`src/lbsm_pkg.sv`:
```
// Package for the link bring-up status monitor: widths, counts, carriers.
// Assumes one 20 MHz clock and inputs synchronous to it.
package lbsm_pkg;

    // ****************************************
    // Sizes and timing
    // ****************************************
    localparam int          LANES           = 4;
    localparam int          CLK_MHZ         = 20;
    localparam int          SYNC_WORDS_LOCK = 4;
    localparam logic [2:0]  SYNC_CNT_W0     = 3'h0;
    localparam logic [2:0]  SYNC_CNT_LOCK   = 3'h4;
    localparam int          TOGGLE_WIN_NS   = 3200;
    localparam int          TOGGLE_WIN_CYC  = (TOGGLE_WIN_NS * CLK_MHZ) / 1000;
    localparam logic [7:0]  TOGGLE_WIN_LAST = 8'(TOGGLE_WIN_CYC - 1);
    localparam logic [3:0]  TOGGLE_LIMIT    = 4'h3;

    // ****************************************
    // Carriers
    // ****************************************
    typedef struct packed {
        logic pll_locked;
        logic pcs_ready;
        logic bond_done;
        logic cal_busy;
    } lbsm_tx_phy_t;

    typedef struct packed {
        logic             pcs_ready;
        logic             cal_busy;
        logic             checksum_fault;
        logic             sync_hdr_err;
        logic             mframe_len_err;
        logic [LANES-1:0] cdr_data_locked;
        logic [LANES-1:0] block_lock;
        logic [LANES-1:0] sync_word_seen;
        logic [LANES-1:0] sync_word_bad;
    } lbsm_rx_phy_t;

    typedef struct packed {
        logic link_up_tx;
        logic tx_clk_locked;
        logic tx_coding_ready;
        logic tx_bond_done;
        logic tx_cal_busy;
        logic tx_bond_unstable;
    } lbsm_tx_stat_t;

    typedef struct packed {
        logic             rx_aligned;
        logic             rx_coding_ready;
        logic             rx_checksum_fault;
        logic             rx_coding_fault;
        logic             rx_block_frame_lock;
        logic             rx_cal_busy;
        logic [LANES-1:0] rx_frame_lock;
        logic [LANES-1:0] rx_cdr_data_locked;
    } lbsm_rx_stat_t;

endpackage : lbsm_pkg

```
`src/lbsm_monitor.sv`:
```
// Link bring-up status monitor for source and sink sides of a lane core.
// Assumes PHY status inputs synchronous to clk_sys and the reset sequenced upstream.
//
// Overview of operation
// - Link up only after init done
// - Clock lock shown high while locked
// - Coding ready high after source reset
// - Bond done high once lanes bonded
// - Fast bond toggling flagged as fault
// - Transmit calibration busy shown high
// - Aligned high when all lanes aligned and coding ready
// - Sink coding ready high after reset
// - Checksum fault high on CRC mismatch
// - Coding fault on header/length/CRC error
// - Frame lock per lane after four words
// - Block-frame lock needs both locks
// - Per-lane data lock from CDR
// - Receive calibration busy shown high
`timescale 1ns/1ps
`default_nettype none

module lbsm_monitor (
    input  wire logic                   clk_sys,
    input  wire logic                   rstn,
    input  wire lbsm_pkg::lbsm_tx_phy_t tx_phy,
    input  wire lbsm_pkg::lbsm_rx_phy_t rx_phy,
    output var  lbsm_pkg::lbsm_tx_stat_t tx_stat,
    output var  lbsm_pkg::lbsm_rx_stat_t rx_stat
);

    // ****************************************
    // Source side state
    // ****************************************
    typedef enum logic [1:0] {
        LBSM_TX_INIT = 2'b00,
        LBSM_TX_WAIT = 2'b01,
        LBSM_TX_UP   = 2'b11
    } lbsm_tx_state_t;

    lbsm_tx_state_t          tx_state_reg,  tx_state_next;
    lbsm_pkg::lbsm_tx_stat_t tx_stat_reg,   tx_stat_next;
    logic                    bond_prev_reg, bond_prev_next;
    logic [7:0]              win_cnt_reg,   win_cnt_next;
    logic [3:0]              tgl_cnt_reg,   tgl_cnt_next;
    logic                    tx_ready_all;

    always_comb begin
        tx_ready_all   = tx_phy.pll_locked && tx_phy.pcs_ready
                         && tx_phy.bond_done && !tx_phy.cal_busy;
        tx_state_next  = tx_state_reg;
        unique case (tx_state_reg)
            LBSM_TX_INIT: begin
                if (tx_phy.pll_locked && !tx_phy.cal_busy) begin
                    tx_state_next = LBSM_TX_WAIT;
                end
            end
            LBSM_TX_WAIT: begin
                if (tx_ready_all) begin
                    tx_state_next = LBSM_TX_UP;
                end else if (!tx_phy.pll_locked || tx_phy.cal_busy) begin
                    tx_state_next = LBSM_TX_INIT;
                end
            end
            LBSM_TX_UP: begin
                if (!tx_ready_all) begin
                    tx_state_next = LBSM_TX_INIT;
                end
            end
            default: tx_state_next = LBSM_TX_INIT;
        endcase

        // Count bond edges within a fixed window
        bond_prev_next = tx_phy.bond_done;
        win_cnt_next   = (win_cnt_reg == lbsm_pkg::TOGGLE_WIN_LAST) ? 8'h00
                         : win_cnt_reg + 8'h01;
        tgl_cnt_next   = tgl_cnt_reg;
        if (win_cnt_reg == lbsm_pkg::TOGGLE_WIN_LAST) begin
            // Edge on the closing cycle still counts, in the next window
            tgl_cnt_next = (tx_phy.bond_done != bond_prev_reg) ? 4'h1 : 4'h0;
        end else if ((tx_phy.bond_done != bond_prev_reg) && (tgl_cnt_reg != 4'hf)) begin
            tgl_cnt_next = tgl_cnt_reg + 4'h1;
        end

        tx_stat_next.link_up_tx      = (tx_state_next == LBSM_TX_UP);
        tx_stat_next.tx_clk_locked   = tx_phy.pll_locked;
        tx_stat_next.tx_coding_ready = tx_phy.pcs_ready;
        tx_stat_next.tx_bond_done    = tx_phy.bond_done;
        tx_stat_next.tx_cal_busy     = tx_phy.cal_busy;
        // Sticky until the window closes, then re-evaluated
        tx_stat_next.tx_bond_unstable = (tgl_cnt_next >= lbsm_pkg::TOGGLE_LIMIT)
                         || (tx_stat_reg.tx_bond_unstable
                             && win_cnt_reg != lbsm_pkg::TOGGLE_WIN_LAST);
    end

    always_ff @(posedge clk_sys or negedge rstn) begin
        if (!rstn) begin
            tx_state_reg  <= LBSM_TX_INIT;
            tx_stat_reg   <= '0;
            bond_prev_reg <= 1'b0;
            win_cnt_reg   <= 8'h00;
            tgl_cnt_reg   <= 4'h0;
        end else begin
            tx_state_reg  <= tx_state_next;
            tx_stat_reg   <= tx_stat_next;
            bond_prev_reg <= bond_prev_next;
            win_cnt_reg   <= win_cnt_next;
            tgl_cnt_reg   <= tgl_cnt_next;
        end
    end

    assign tx_stat = tx_stat_reg;

    // ****************************************
    // Sink side state
    // ****************************************
    logic [2:0]              sync_cnt_reg  [lbsm_pkg::LANES];
    logic [2:0]              sync_cnt_next [lbsm_pkg::LANES];
    lbsm_pkg::lbsm_rx_stat_t rx_stat_reg, rx_stat_next;
    logic [lbsm_pkg::LANES-1:0] flock;

    always_comb begin
        for (int i = 0; i < lbsm_pkg::LANES; i++) begin
            sync_cnt_next[i] = sync_cnt_reg[i];
            if (!rx_phy.cdr_data_locked[i] || rx_phy.sync_word_bad[i]) begin
                sync_cnt_next[i] = lbsm_pkg::SYNC_CNT_W0;
            end else if (rx_phy.sync_word_seen[i]
                         && sync_cnt_reg[i] != lbsm_pkg::SYNC_CNT_LOCK) begin
                sync_cnt_next[i] = sync_cnt_reg[i] + 3'h1;
            end
            flock[i] = (sync_cnt_next[i] == lbsm_pkg::SYNC_CNT_LOCK);
        end
        rx_stat_next.rx_frame_lock       = flock;
        rx_stat_next.rx_cdr_data_locked  = rx_phy.cdr_data_locked;
        rx_stat_next.rx_block_frame_lock = (&rx_phy.block_lock) && (&flock);
        rx_stat_next.rx_coding_ready     = rx_phy.pcs_ready;
        rx_stat_next.rx_cal_busy         = rx_phy.cal_busy;
        rx_stat_next.rx_checksum_fault   = rx_phy.checksum_fault;
        rx_stat_next.rx_coding_fault     = rx_phy.checksum_fault
                         || rx_phy.sync_hdr_err || rx_phy.mframe_len_err;
        rx_stat_next.rx_aligned          = (&rx_phy.cdr_data_locked) && (&flock)
                         && (&rx_phy.block_lock) && rx_phy.pcs_ready;
    end

    always_ff @(posedge clk_sys or negedge rstn) begin
        if (!rstn) begin
            for (int i = 0; i < lbsm_pkg::LANES; i++) begin
                sync_cnt_reg[i] <= 3'h0;
            end
            rx_stat_reg <= '0;
        end else begin
            for (int i = 0; i < lbsm_pkg::LANES; i++) begin
                sync_cnt_reg[i] <= sync_cnt_next[i];
            end
            rx_stat_reg <= rx_stat_next;
        end
    end

    assign rx_stat = rx_stat_reg;

    // ****************************************
    // Assertions
    // ****************************************
    link_up_needs_a: assert property (@(posedge clk_sys) disable iff (!rstn)
        tx_stat.link_up_tx |-> $past(tx_ready_all)) else $error("link up without ready");
    link_up_rise_a: assert property (@(posedge clk_sys) disable iff (!rstn)
        $rose(tx_stat.link_up_tx) |-> $past(tx_state_reg) == LBSM_TX_WAIT)
        else $error("link up skipped init");
    clk_lock_a: assert property (@(posedge clk_sys) disable iff (!rstn)
        ##1 tx_stat.tx_clk_locked == $past(tx_phy.pll_locked)) else $error("lock mirror");
    tx_ready_a: assert property (@(posedge clk_sys) disable iff (!rstn)
        ##1 tx_stat.tx_coding_ready == $past(tx_phy.pcs_ready)
        && tx_stat.tx_bond_done == $past(tx_phy.bond_done)
        && tx_stat.tx_cal_busy == $past(tx_phy.cal_busy)) else $error("tx mirror");
    bond_toggle_a: assert property (@(posedge clk_sys) disable iff (!rstn)
        (tgl_cnt_reg >= lbsm_pkg::TOGGLE_LIMIT
         && win_cnt_reg != lbsm_pkg::TOGGLE_WIN_LAST) |=> tx_stat.tx_bond_unstable)
        else $error("toggle not flagged");
    frame_lock_a: assert property (@(posedge clk_sys) disable iff (!rstn)
        (rx_phy.cdr_data_locked[0] && !rx_phy.sync_word_bad[0] && rx_phy.sync_word_seen[0])
        [*4] |=> rx_stat.rx_frame_lock[0]) else $error("frame lock late");
    frame_early_a: assert property (@(posedge clk_sys) disable iff (!rstn)
        $rose(rx_stat.rx_frame_lock[0]) |-> $past(sync_cnt_reg[0]) == 3'h3)
        else $error("frame lock early");
    aligned_a: assert property (@(posedge clk_sys) disable iff (!rstn)
        rx_stat.rx_aligned |-> rx_stat.rx_block_frame_lock && rx_stat.rx_coding_ready
        && (&rx_stat.rx_cdr_data_locked)) else $error("aligned too soon");
    coding_fault_a: assert property (@(posedge clk_sys) disable iff (!rstn)
        (rx_phy.sync_hdr_err || rx_phy.mframe_len_err || rx_phy.checksum_fault)
        |=> rx_stat.rx_coding_fault) else $error("coding fault missed");
    checksum_a: assert property (@(posedge clk_sys) disable iff (!rstn)
        ##1 rx_stat.rx_checksum_fault == $past(rx_phy.checksum_fault))
        else $error("checksum mirror");
    rx_misc_a: assert property (@(posedge clk_sys) disable iff (!rstn)
        ##1 rx_stat.rx_cal_busy == $past(rx_phy.cal_busy)
        && rx_stat.rx_coding_ready == $past(rx_phy.pcs_ready)
        && rx_stat.rx_cdr_data_locked == $past(rx_phy.cdr_data_locked))
        else $error("rx mirror");

    // ****************************************
    // Source side checks
    // ****************************************
    link_state_a: assert property (@(posedge clk_sys) disable iff (!rstn)
        tx_stat.link_up_tx |-> tx_state_reg == LBSM_TX_UP)
        else $error("link up outside up state");

    link_terms_a: assert property (@(posedge clk_sys) disable iff (!rstn)
        tx_stat.link_up_tx |-> tx_stat.tx_clk_locked && tx_stat.tx_coding_ready
        && tx_stat.tx_bond_done && !tx_stat.tx_cal_busy)
        else $error("link up with a bad term");

    pll_drop_a: assert property (@(posedge clk_sys) disable iff (!rstn)
        !tx_phy.pll_locked |=> !tx_stat.link_up_tx)
        else $error("link up without clock lock");

    cal_blocks_a: assert property (@(posedge clk_sys) disable iff (!rstn)
        tx_phy.cal_busy |=> !tx_stat.link_up_tx)
        else $error("link up while calibrating");

    bond_drop_a: assert property (@(posedge clk_sys) disable iff (!rstn)
        !tx_phy.bond_done |=> !tx_stat.link_up_tx)
        else $error("link up without bonding");

    link_init_a: assert property (@(posedge clk_sys) disable iff (!rstn)
        $fell(tx_stat.link_up_tx) |-> tx_state_reg == LBSM_TX_INIT)
        else $error("link drop not back to init");

    win_range_a: assert property (@(posedge clk_sys) disable iff (!rstn)
        win_cnt_reg <= lbsm_pkg::TOGGLE_WIN_LAST)
        else $error("window count out of range");

    unstable_hold_a: assert property (@(posedge clk_sys) disable iff (!rstn)
        (tx_stat.tx_bond_unstable && win_cnt_reg != lbsm_pkg::TOGGLE_WIN_LAST)
        |=> tx_stat.tx_bond_unstable)
        else $error("unstable flag dropped early");

    // ****************************************
    // Sink side checks
    // ****************************************
    bfl_frames_a: assert property (@(posedge clk_sys) disable iff (!rstn)
        rx_stat.rx_block_frame_lock |-> (&rx_stat.rx_frame_lock))
        else $error("block frame lock without frame lock");

    bfl_drop_a: assert property (@(posedge clk_sys) disable iff (!rstn)
        !(&rx_phy.block_lock) |=> !rx_stat.rx_block_frame_lock)
        else $error("block frame lock without block lock");

    aligned_lanes_a: assert property (@(posedge clk_sys) disable iff (!rstn)
        rx_stat.rx_aligned |-> (&rx_stat.rx_frame_lock))
        else $error("aligned without all lanes");

    aligned_drop_a: assert property (@(posedge clk_sys) disable iff (!rstn)
        !rx_phy.pcs_ready |=> !rx_stat.rx_aligned)
        else $error("aligned without coding ready");

    frame_drop_a: assert property (@(posedge clk_sys) disable iff (!rstn)
        !rx_phy.cdr_data_locked[0] |=> !rx_stat.rx_frame_lock[0])
        else $error("frame lock kept without data lock");

    sync_bad_a: assert property (@(posedge clk_sys) disable iff (!rstn)
        rx_phy.sync_word_bad[2] |=> !rx_stat.rx_frame_lock[2])
        else $error("frame lock kept after bad word");

    cnt_range_a: assert property (@(posedge clk_sys) disable iff (!rstn)
        sync_cnt_reg[0] <= lbsm_pkg::SYNC_CNT_LOCK)
        else $error("sync count out of range");

    cdr_lane_a: assert property (@(posedge clk_sys) disable iff (!rstn)
        rx_stat.rx_frame_lock[1] |-> rx_stat.rx_cdr_data_locked[1])
        else $error("frame lock without data lock");

    fault_clear_a: assert property (@(posedge clk_sys) disable iff (!rstn)
        !(rx_phy.sync_hdr_err || rx_phy.mframe_len_err || rx_phy.checksum_fault)
        |=> !rx_stat.rx_coding_fault)
        else $error("coding fault without cause");

    bfl_rise_a: assert property (@(posedge clk_sys) disable iff (!rstn)
        $rose(rx_stat.rx_block_frame_lock) |-> $past(&rx_phy.block_lock))
        else $error("block frame lock rose early");

    // ****************************************
    // Cover points
    // ****************************************
    sync_bad_c:  cover property (@(posedge clk_sys) disable iff (!rstn)
        $fell(rx_stat.rx_frame_lock[2]));
    link_up_c:   cover property (@(posedge clk_sys) disable iff (!rstn) $rose(tx_stat.link_up_tx));
    aligned_c:   cover property (@(posedge clk_sys) disable iff (!rstn) $rose(rx_stat.rx_aligned));
    unstable_c:  cover property (@(posedge clk_sys) disable iff (!rstn)
        $rose(tx_stat.tx_bond_unstable));
    link_drop_c: cover property (@(posedge clk_sys) disable iff (!rstn) $fell(tx_stat.link_up_tx));

endmodule : lbsm_monitor

`default_nettype wire

```
`config.mk`:
```
export PLATFORM = sky130hd
export DESIGN_NAME = lbsm_monitor
export DESIGN_NICKNAME = d
export VERILOG_FILES = /design/src/lbsm_pkg.sv /design/src/lbsm_monitor.sv
export SDC_FILE = /design/constraint.sdc
export NUM_CORES = 1
export LEC_CHECK = 0
export CAP_MARGIN = 10
export CORE_MARGIN = 3
export CORE_UTILIZATION = 55
export CTS_CLUSTER_SIZE = 20
export DETAILED_ROUTE_END_ITERATION = 8
export DONT_BUFFER_PORTS = 1
export GPL_TIMING_DRIVEN = 0
export PLACE_DENSITY = 0.75
export SLEW_MARGIN = 20
export SYNTH_ARGS = -nofsm -noshare
export SYNTH_HDL_FRONTEND = slang
export SYNTH_SLANG_ARGS = --single-unit
export TNS_END_PERCENT = 20
```
`constraint.sdc`:
```
create_clock -name clk_sys -period 1.45 [get_ports clk_sys]
set_input_delay 0.145 -clock clk_sys [delete_from_list [all_inputs] [get_ports clk_sys]]
set_output_delay 0.145 -clock clk_sys [all_outputs]
set_load 0.02 [all_outputs]
```
==> results of run 1 <==
[path summary, 6_finish.rpt]
| check | startpoint | slack (ps) | end |
|---|---|---|---|
| worst max-delay path | sync_cnt_reg[6] | -160 | rx_stat[9] |
| worst min-delay path | tx_phy[1] | 40 | tx_state_reg[1] |
| worst max register to register | sync_cnt_reg[6] | -160 | rx_stat[9] |
| worst min register to register | tx_state_reg[1] | 430 | tx_state_reg[0] |
| max in group asynchronous | rstn | 860 | win_cnt_reg[0] |
| min in group asynchronous | rstn | 370 | tx_stat[0] |
[placed cells by master, fill, tap and decap left out, drive strengths merged, types with 4 or more instances in the layout]
| cell type | synthesis | layout |
|---|---|---|
| a311oi | 4 | 4 |
| o211a | 4 | 4 |
| o21ai | 7 | 7 |
| a21boi | 4 | 4 |
| dfrtp | 46 | 46 |
| and4b | 4 | 4 |
| xor2 | 4 | 4 |
| nor2 | 19 | 19 |
| buf | 2 | 24 |
| dlygate4sd3 | 0 | 14 |
| a21oi | 12 | 12 |
| nand3 | 12 | 12 |
| xnor2 | 6 | 6 |
| nand2 | 5 | 5 |
| inv | 20 | 20 |
| nor3 | 6 | 6 |
| clkbuf | 0 | 6 |
| nand2b | 6 | 6 |
| ha | 10 | 10 |
[area by class of cell]
cell class	instances	share of cell area
clock buffers	6	0.0268
flip-flops and latches	46	0.427
clock inverters	1	0.00277
inverters	20	0.0277
multi-input cells	121	0.367
plain buffers	2	0.00555
well taps	46	0.0213
repair buffers	36	0.122
[critical path: stages (launching register included)]
cell	delay (ps)
dfrtp_2	450
inv_1	70
ha_2	210
and4b_1	210
nor3_2	230
o21ai_2	130
nor4_2	220
[repair_timing]
| item | CTS | global route |
|---|---|---|
| buffers inserted | 13 | 8 |
| endpoints found under the setup margin | 13 | 16 |
| gates cloned | 0 | 0 |
| resized for setup | 20 | 13 |
| hold buffers | 15 | 0 |
| pin swaps | 16 | 9 |
| endpoints found under the hold margin | 61 | 0 |
[power breakdown]
group | total [uW] | switching [uW] | leakage (uW) | internal [uW]
logic | 482 | 247 | 0.000626 | 235
registers | 1460 | 97.3 | 0.000573 | 1360
clock network | 753 | 422 | 0.0000373 | 331
[layer usage]
layer,GRT usage,share of wire,wire length (um)
met3,0.0532,0.043,219
met5,0,0,0
met1,0.261,0.35,1780
met2,0.469,0.58,2950
met4,0.0810,0.020,102
[through the flow]
step                 util  hold WS [ps]
floorplan               -          -151
global placement    0.620          -149
detailed placement  0.620          -149
CTS                 0.743          27.3
global route        0.774          47.1
finish              0.774          35.0
[logic make-up (layout without fill, tap and decap cells)]
kind of cell | Yosys count | count (layout) | synth area share
buf+inv | 22 | 65 | 0.0417
simple gates | 63 | 63 | 0.177
xor+xnor | 10 | 10 | 0.0417
mux | 1 | 1 | 0.00477
flops | 46 | 46 | 0.549
fa+ha+maj | 10 | 10 | 0.0596
compound gates | 37 | 37 | 0.127
==> flow_metrics.env, run 1 <==
export IMPL_drc=0
export IMPL_synthArstFlopShare=1.00
export IMPL_coreArea_sq_um=3490
export IMPL_max_cap_violations=0
export IMPL_drt_iter0_drc=84
export IMPL_placementRows=21
export IMPL_fin_setup_tns_ps=-384
export IMPL_root_buffer="clkbuf_8"
export IMPL_synth_fp_nets=226
export IMPL_power_leakage_uw=0.00124
export IMPL_max_freq_ghz=0.622
export IMPL_grt_pass1_wl_um=8200
export IMPL_n_antenna_cell=0
export IMPL_violations="setup timing"
export IMPL_synth_seq_cells=46
export IMPL_synth_area_leaders="dfrtp_1, ha_1, inv_1"
export IMPL_fin_skew_ps=9.94
export IMPL_timing_final_ws_setup_ps=-157
export IMPL_dr_pass1_iters=4
export IMPL_vias_per_cell=5.68
export IMPL_synth_most_common_cell="dfrtp_1"
export IMPL_min_path_cells=2
export IMPL_power_total_uw=2700
export IMPL_drive_gt1_frac=0.289
export IMPL_path_class="reg2reg"
export IMPL_yosysWarnings=0
export IMPL_hold_class="in2reg"
export IMPL_hold_violations=0
export IMPL_dieArea_sq_um=4590
export IMPL_start_kind="flop"
export IMPL_dpl_hpwl_um=3000
export IMPL_grt_pass1_vias=1712
export IMPL_cp_max_fo=5
export IMPL_place_area_sq_um=2170
export IMPL_cts_inserted_buffers=5
export IMPL_grt_use_total=0.245
export IMPL_vias=1579
export IMPL_rsz0062_at_grt="yes"
export IMPL_fillers=200
export IMPL_synth_top_cell_area_share=0.549
export IMPL_die_w_um=67.8
export IMPL_largest_register_ffs=14
export IMPL_instances_no_fill=278
export IMPL_syn_area_sq_um=2100
export IMPL_yosysTopAreaCell="dfrtp_1"
export IMPL_clock_latency_ps=300
export IMPL_grt_overflow=0
export IMPL_nets=269
export IMPL_io_buffers=0
export IMPL_ant_nets=0
export IMPL_setup_viol_count_final=4
export IMPL_endpoint_kind="flop"
export IMPL_status="complete, but fails checks"
export IMPL_cts_buffer_depth=2
export IMPL_power_density_nw_per_um2=996
export IMPL_synth_edff_count=0
export IMPL_initial_utilization=0.600
export IMPL_totalWireLength_um=5050
export IMPL_die_height_um=67.8
export IMPL_ir_drop_mv=0.668
export IMPL_wire_per_inst_um=18.2
export IMPL_dp_cells=235
export IMPL_tightest_slew_ps=344
export IMPL_reg2reg_depth=6
export IMPL_area_growth_pct=29.0
export IMPL_synth_cells=189
export IMPL_synth_seq_area_share=0.549
export IMPL_postSynthAreaPerCell_sq_um=11.1
export IMPL_period_share=1.11
export IMPL_cts_sinks=46
export IMPL_regArea_sq_um=1160
export IMPL_cts_tree="yes"
export IMPL_clk_pin_slew_ps=80
export IMPL_arrival_ps=1810
export IMPL_slew_headroom=0.771
export IMPL_worstPathRequired_ps=1650
export IMPL_gp_congestion=0.779
export IMPL_h_tree_depth=2
export IMPL_antenna_found_initial=0
export IMPL_place_ws_ps=-240
export IMPL_period_needed_ps=1610
export IMPL_drv_slew=0
export IMPL_grt_max_degree=47
export IMPL_final_area_sq_um=2710
export IMPL_synth_cell_types=36
export IMPL_synth_commonest_cells="dfrtp_1, inv_1, nor2_1"
export IMPL_synth_main_ff_cell="dfrtp_1"
export IMPL_pin_count=47
export IMPL_multiInputGateArea_sq_um=993
Power figures use the tool's default switching activity.
==> run 2: changes to the inputs <==
--- a/config.mk
+++ b/config.mk
@@ -13,6 +13,7 @@
 export DONT_BUFFER_PORTS = 1
 export GPL_TIMING_DRIVEN = 0
 export PLACE_DENSITY = 0.75
+export RECOVER_POWER = 50
 export SLEW_MARGIN = 20
 export SYNTH_ARGS = -nofsm -noshare
 export SYNTH_HDL_FRONTEND = slang
==> flow_metrics.env, run 2 (synthesized netlist as in run 1, its figures left out) <==
export IMPL_cts_tree="yes"
export IMPL_setup_viol_count_final=4
export IMPL_fillers=202
export IMPL_cp_slowest_cell="dfrtp_2"
export IMPL_path_buf_inv=1
export IMPL_endpoint_kind="flop"
export IMPL_max_freq_ghz=0.625
export IMPL_cp_max_fo=5
export IMPL_regArea_sq_um=1160
export IMPL_antenna_found_initial=0
export IMPL_top_layer="met4"
export IMPL_grt_max_degree=47
export IMPL_cts_buffer_depth=2
export IMPL_h_tree_depth=2
export IMPL_grt_overflow=0
export IMPL_power_density_nw_per_um2=1000
export IMPL_mostFrequentLayoutCells="dfrtp_1, buf_4, nor2_1, inv_1, dlygate4sd3_1"
export IMPL_io_buffers=0
export IMPL_power_leakage_uw=0.00123
export IMPL_wl_met1_um=1790
export IMPL_slowest_delay_ps=450
export IMPL_nets=269
export IMPL_die_w_um=67.8
export IMPL_period_needed_ps=1600
export IMPL_drc=0
export IMPL_timing_final_ws_setup_ps=-151
export IMPL_drive_gt1_frac=0.289
export IMPL_n_antenna_cell=0
export IMPL_vias=1590
export IMPL_area_growth_pct=27.9
export IMPL_worstPathRequired_ps=1650
export IMPL_vias_per_cell=5.72
export IMPL_totalWireLength_um=5050
export IMPL_drv_slew=0
export IMPL_die_height_um=67.8
export IMPL_fin_setup_tns_ps=-371
export IMPL_power_total_uw=2690
export IMPL_hold_class="in2reg"
export IMPL_cts_sinks=46
export IMPL_status="complete, but fails checks"
export IMPL_initial_utilization=0.600
export IMPL_dpl_hpwl_um=3000
export IMPL_placementRows=21
export IMPL_largest_register_ffs=14
export IMPL_period_share=1.10
export IMPL_ant_nets=0
export IMPL_clock_latency_ps=300
export IMPL_place_ws_ps=-240
export IMPL_tightest_slew_ps=987
export IMPL_wl_met2_um=2930
export IMPL_cp_top_family="simple AND/OR/NAND/NOR gates"
export IMPL_pin_count=47
export IMPL_ir_drop_mv=0.668
export IMPL_dr_pass1_iters=4
export IMPL_multiInputGateArea_sq_um=993
export IMPL_slew_headroom=0.342
export IMPL_fin_skew_ps=9.92
export IMPL_dieArea_sq_um=4590
export IMPL_root_buffer="clkbuf_8"
export IMPL_max_cap_violations=0
export IMPL_rsz0062_at_grt="yes"
export IMPL_start_kind="flop"
export IMPL_hold_violations=0
export IMPL_path_class="reg2reg"
export IMPL_drt_iter0_drc=98
export IMPL_grt_pass1_wl_um=8200
export IMPL_dr_wl_met3_um=227
export IMPL_path_cells="inv_1 -> ha_2 -> and4b_1 -> nor3_2 -> o21ai_2 -> nor4_2"
export IMPL_wire_per_inst_um=18.2
export IMPL_gp_congestion=0.779
export IMPL_final_common_cell="dfrtp_1"
export IMPL_coreArea_sq_um=3490
export IMPL_grt_pass1_vias=1712
export IMPL_violations="setup timing"
export IMPL_clk_pin_slew_ps=80
export IMPL_arrival_ps=1800
export IMPL_utilization=0.768
export IMPL_grt_use_total=0.245
export IMPL_cts_inserted_buffers=5
## run 2: cell count changes in the layout (fill, tap and decap cells not counted)
cell,change
buf_16,-1
buf_2,+1
## run 2: final timing paths
check / from / to / slack, ps / cells after the start
setup reg to reg: sync_cnt_reg[6] / rx_stat[9] / -150 / 6
setup / recovery: sync_cnt_reg[6] / rx_stat[9] / -150 / 6
min in group asynchronous: rstn / tx_stat[0] / 590 / 2
hold / removal: tx_phy[1] / tx_state_reg[1] / 40 / 2
hold reg to reg: tx_state_reg[1] / tx_state_reg[0] / 430 / 1
max in group asynchronous: rstn / win_cnt_reg[0] / 190 / 2
## run 2: worst register-to-register path: stages, from the launching register on
cell     delay [ps]
dfrtp_2         450
inv_1            80
ha_2            210
and4b_1         210
nor3_2          230
o21ai_2         130
nor4_2          220
## run 2: area by class of cell
| type | instances | area share |
|---|---|---|
| Buffer | 2 | 0.00559 |
| Clock buffer | 6 | 0.0270 |
| Clock inverter | 1 | 0.00280 |
| Inverter | 20 | 0.0280 |
| Multi-Input combinational cell | 121 | 0.370 |
| Sequential cell | 46 | 0.431 |
| Tap cell | 46 | 0.0214 |
| Timing Repair Buffer | 36 | 0.114 |
## run 2: stage by stage
stage                     hold slack, ps  area [sq um]  instances
final                               36.7          2680        278
after global routing                47.1          2680        278
after CTS                           27.3          2590        270
after detailed placement            -149          2170        235
after global placement              -149          2170        235
after floorplan                     -151          2110        189
## run 2: report_power, final
group | internal (uW) | switching, uW | leakage, uW | total (uW)
registers | 1360 | 96.7 | 0.000573 | 1460
clock network | 331 | 421 | 0.0000373 | 753
logic | 229 | 246 | 0.000618 | 475
## run 2: timing repair
item / 4_1_cts / 5_1_grt
hold buffers: 15 / 0
setup buffers: 13 / 8
pin swaps: 16 / 9
setup endpoints to repair: 13 / 16
resized for setup: 20 / 13
hold endpoints to repair: 61 / 0
## run 2: layer usage
metal,vias up,track usage
li1,733,-
met4,0,0.0810
met1,794,0.261
met5,-,0
met3,10,0.0532
met2,53,0.469
==> run 3: changes to the inputs <==
--- a/config.mk
+++ b/config.mk
@@ -12,7 +12,7 @@
 export DETAILED_ROUTE_END_ITERATION = 8
 export DONT_BUFFER_PORTS = 1
 export GPL_TIMING_DRIVEN = 0
-export PLACE_DENSITY = 0.75
+export PLACE_DENSITY = 0.72
 export RECOVER_POWER = 50
 export SLEW_MARGIN = 20
 export SYNTH_ARGS = -nofsm -noshare
==> constraint.sdc (replaced) <==
create_clock -name clk_sys -period 1.8 [get_ports clk_sys]
set_input_delay 0.18 -clock clk_sys [delete_from_list [all_inputs] [get_ports clk_sys]]
set_output_delay 0.18 -clock clk_sys [all_outputs]
set_load 0.02 [all_outputs]
==> flow_metrics.env, run 3 (synthesized netlist as in run 1, its figures left out) <==
export IMPL_start_kind="flop"
export IMPL_r2r_end="rx_stat[13]"
export IMPL_max_cap_violations=0
export IMPL_period_share=0.919
export IMPL_dpl_hpwl_um=2780
export IMPL_tightest_slew_ps=1090
export IMPL_hp_start="rx_phy[15]"
export IMPL_hold_violations=0
export IMPL_gp_congestion=0.722
export IMPL_postCtsSetupBuffers=0
export IMPL_p_comb_frac=0.147
export IMPL_fin_skew_ps=8.53
export IMPL_rsz0062_at_grt="no"
export IMPL_cts_inserted_buffers=5
export IMPL_cts_tree="yes"
export IMPL_power_density_nw_per_um2=866
export IMPL_period_needed_ps=1650
export IMPL_whs_endpoint="sync_cnt_reg[0]"
export IMPL_hold_class="in2reg"
export IMPL_max_freq_ghz=0.605
export IMPL_worstPathRequired_ps=2000
export IMPL_timing_final_ws_setup_ps=147
export IMPL_pwr_share_clk=0.294
export IMPL_drc=0
export IMPL_reg2reg_depth=6
export IMPL_antenna_found_initial=0
export IMPL_grt_overflow=0
export IMPL_largest_register_ffs=14
export IMPL_grt_pass1_wl_um=6730
export IMPL_area_growth_pct=15.6
export IMPL_final_area_sq_um=2430
export IMPL_drt_iter0_drc=76
export IMPL_arrival_ps=1850
export IMPL_netSwitchingFraction=0.278
export IMPL_root_buffer="clkbuf_8"
export IMPL_initial_utilization=0.600
export IMPL_die_w_um=67.8
export IMPL_h_tree_depth=2
export IMPL_mostFrequentLayoutCells="dfrtp_1, inv_1, nor2_1, dlygate4sd3_1"
export IMPL_slew_headroom=0.272
export IMPL_status="completed"
export IMPL_die_height_um=67.8
export IMPL_nets=248
export IMPL_wire_per_inst_um=15.6
export IMPL_path_class="reg2reg"
export IMPL_final_common_cell="dfrtp_1"
export IMPL_power_leakage_uw=0.00112
export IMPL_drive_gt1_frac=0.123
export IMPL_cp_slowest_cell="dfrtp_1"
export IMPL_coreArea_sq_um=3490
export IMPL_dr_pass1_iters=4
export IMPL_cts_buffer_depth=2
export IMPL_place_ws_ps=132
export IMPL_slowest_delay_ps=460
export IMPL_grt_use_total=0.200
export IMPL_r2r_start="sync_cnt_reg[3]"
export IMPL_p_int_uw=1520
export IMPL_drv_slew=0
export IMPL_pin_count=47
export IMPL_seq_power_share=0.558
export IMPL_utilization=0.694
export IMPL_ir_drop_mv=0.410
export IMPL_endpoint_kind="flop"
export IMPL_place_area_sq_um=2160
export IMPL_grt_pass1_vias=1497
export IMPL_grt_max_degree=47
export IMPL_power_total_uw=2100
export IMPL_min_path_cells=2
export IMPL_cp_max_fo=5
export IMPL_n_antenna_cell=0
export IMPL_vias_per_cell=5.53
export IMPL_dieArea_sq_um=4590
export IMPL_r2r_slack_ps=150
export IMPL_ant_nets=0
export IMPL_totalWireLength_um=4010
export IMPL_clock_latency_ps=300
export IMPL_clk_pin_slew_ps=80
export IMPL_setup_viol_count_final=0
export IMPL_path_cells="inv_1 -> ha_1 -> a21boi_4 -> o211a_1 -> o2111ai_1 -> nor4_2"
export IMPL_placementRows=21
export IMPL_fin_setup_tns_ps=0
export IMPL_vias=1427
export IMPL_io_buffers=0
export IMPL_power_switching_uw=584
export IMPL_cts_sinks=46
[run 3: worst max-delay path by stage]
stage,from,to,slack [ps],depth (start not counted)
2_1_floorplan,sync_cnt_reg[0],rx_stat[13],320,6
6_report,sync_cnt_reg[3],rx_stat[13],150,6
4_1_cts,sync_cnt_reg[3],rx_stat[13],100,6
5_1_grt,sync_cnt_reg[9],rx_stat[13],3,6
3_5_place_dp,sync_cnt_reg[0],rx_stat[9],130,6
3_3_place_gp,sync_cnt_reg[0],rx_stat[13],220,6
[run 3: layout make-up]
class	count	area [sq um]
Sequential cell	46	1150
Fill cell	259	1070
Multi-Input combinational cell	121	892
Timing Repair Buffer	15	145
Inverter	20	75.1
Clock buffer	5	68.8
Tap cell	46	57.6
Clock inverter	3	21.3
Buffer	2	12.5
[run 3: per-stage QoR]
stage	cells	hold slack (ps)
finish	258	31.3
global route	258	28.4
detailed placement	235	-114
global placement	235	-115
CTS	258	19.2
floorplan	189	-116
[run 3: metal layers]
metal	vias to the layer above	GRT usage	routed length [um]
met5	-	0	0
met4	0	0.0709	53
met3	6	0.0632	198
met2	30	0.348	2190
met1	698	0.229	1570
li1	693	-	-
[run 3: what timing repair did]
item                                    in CTS  in global routing
resized for setup                            0                  7
hold buffers                                15                  0
hold endpoints to repair                    58                  0
endpoints found under the setup margin       0                  2
[run 3: critical path, delay by kind of cell, from the launching register on]
family | cells | cell delay, ps
buffers and inverters | 1 | 70
adder cells (fa/ha/maj) | 1 | 250
AND/OR/NAND/NOR | 1 | 170
flip-flops | 1 | 460
AO/OA/AOI/OAI | 3 | 620
[run 3: power groups by stage]
stage | clock, uW | combinational, uW | sequential (uW)
5_1_grt | 685 | 361 | 1180
4_1_cts | 631 | 311 | 1170
2_1_floorplan | 0 | 217 | 1180
3_5_place_dp | 0 | 258 | 1190
6_report | 618 | 310 | 1170
3_3_place_gp | 0 | 236 | 1190
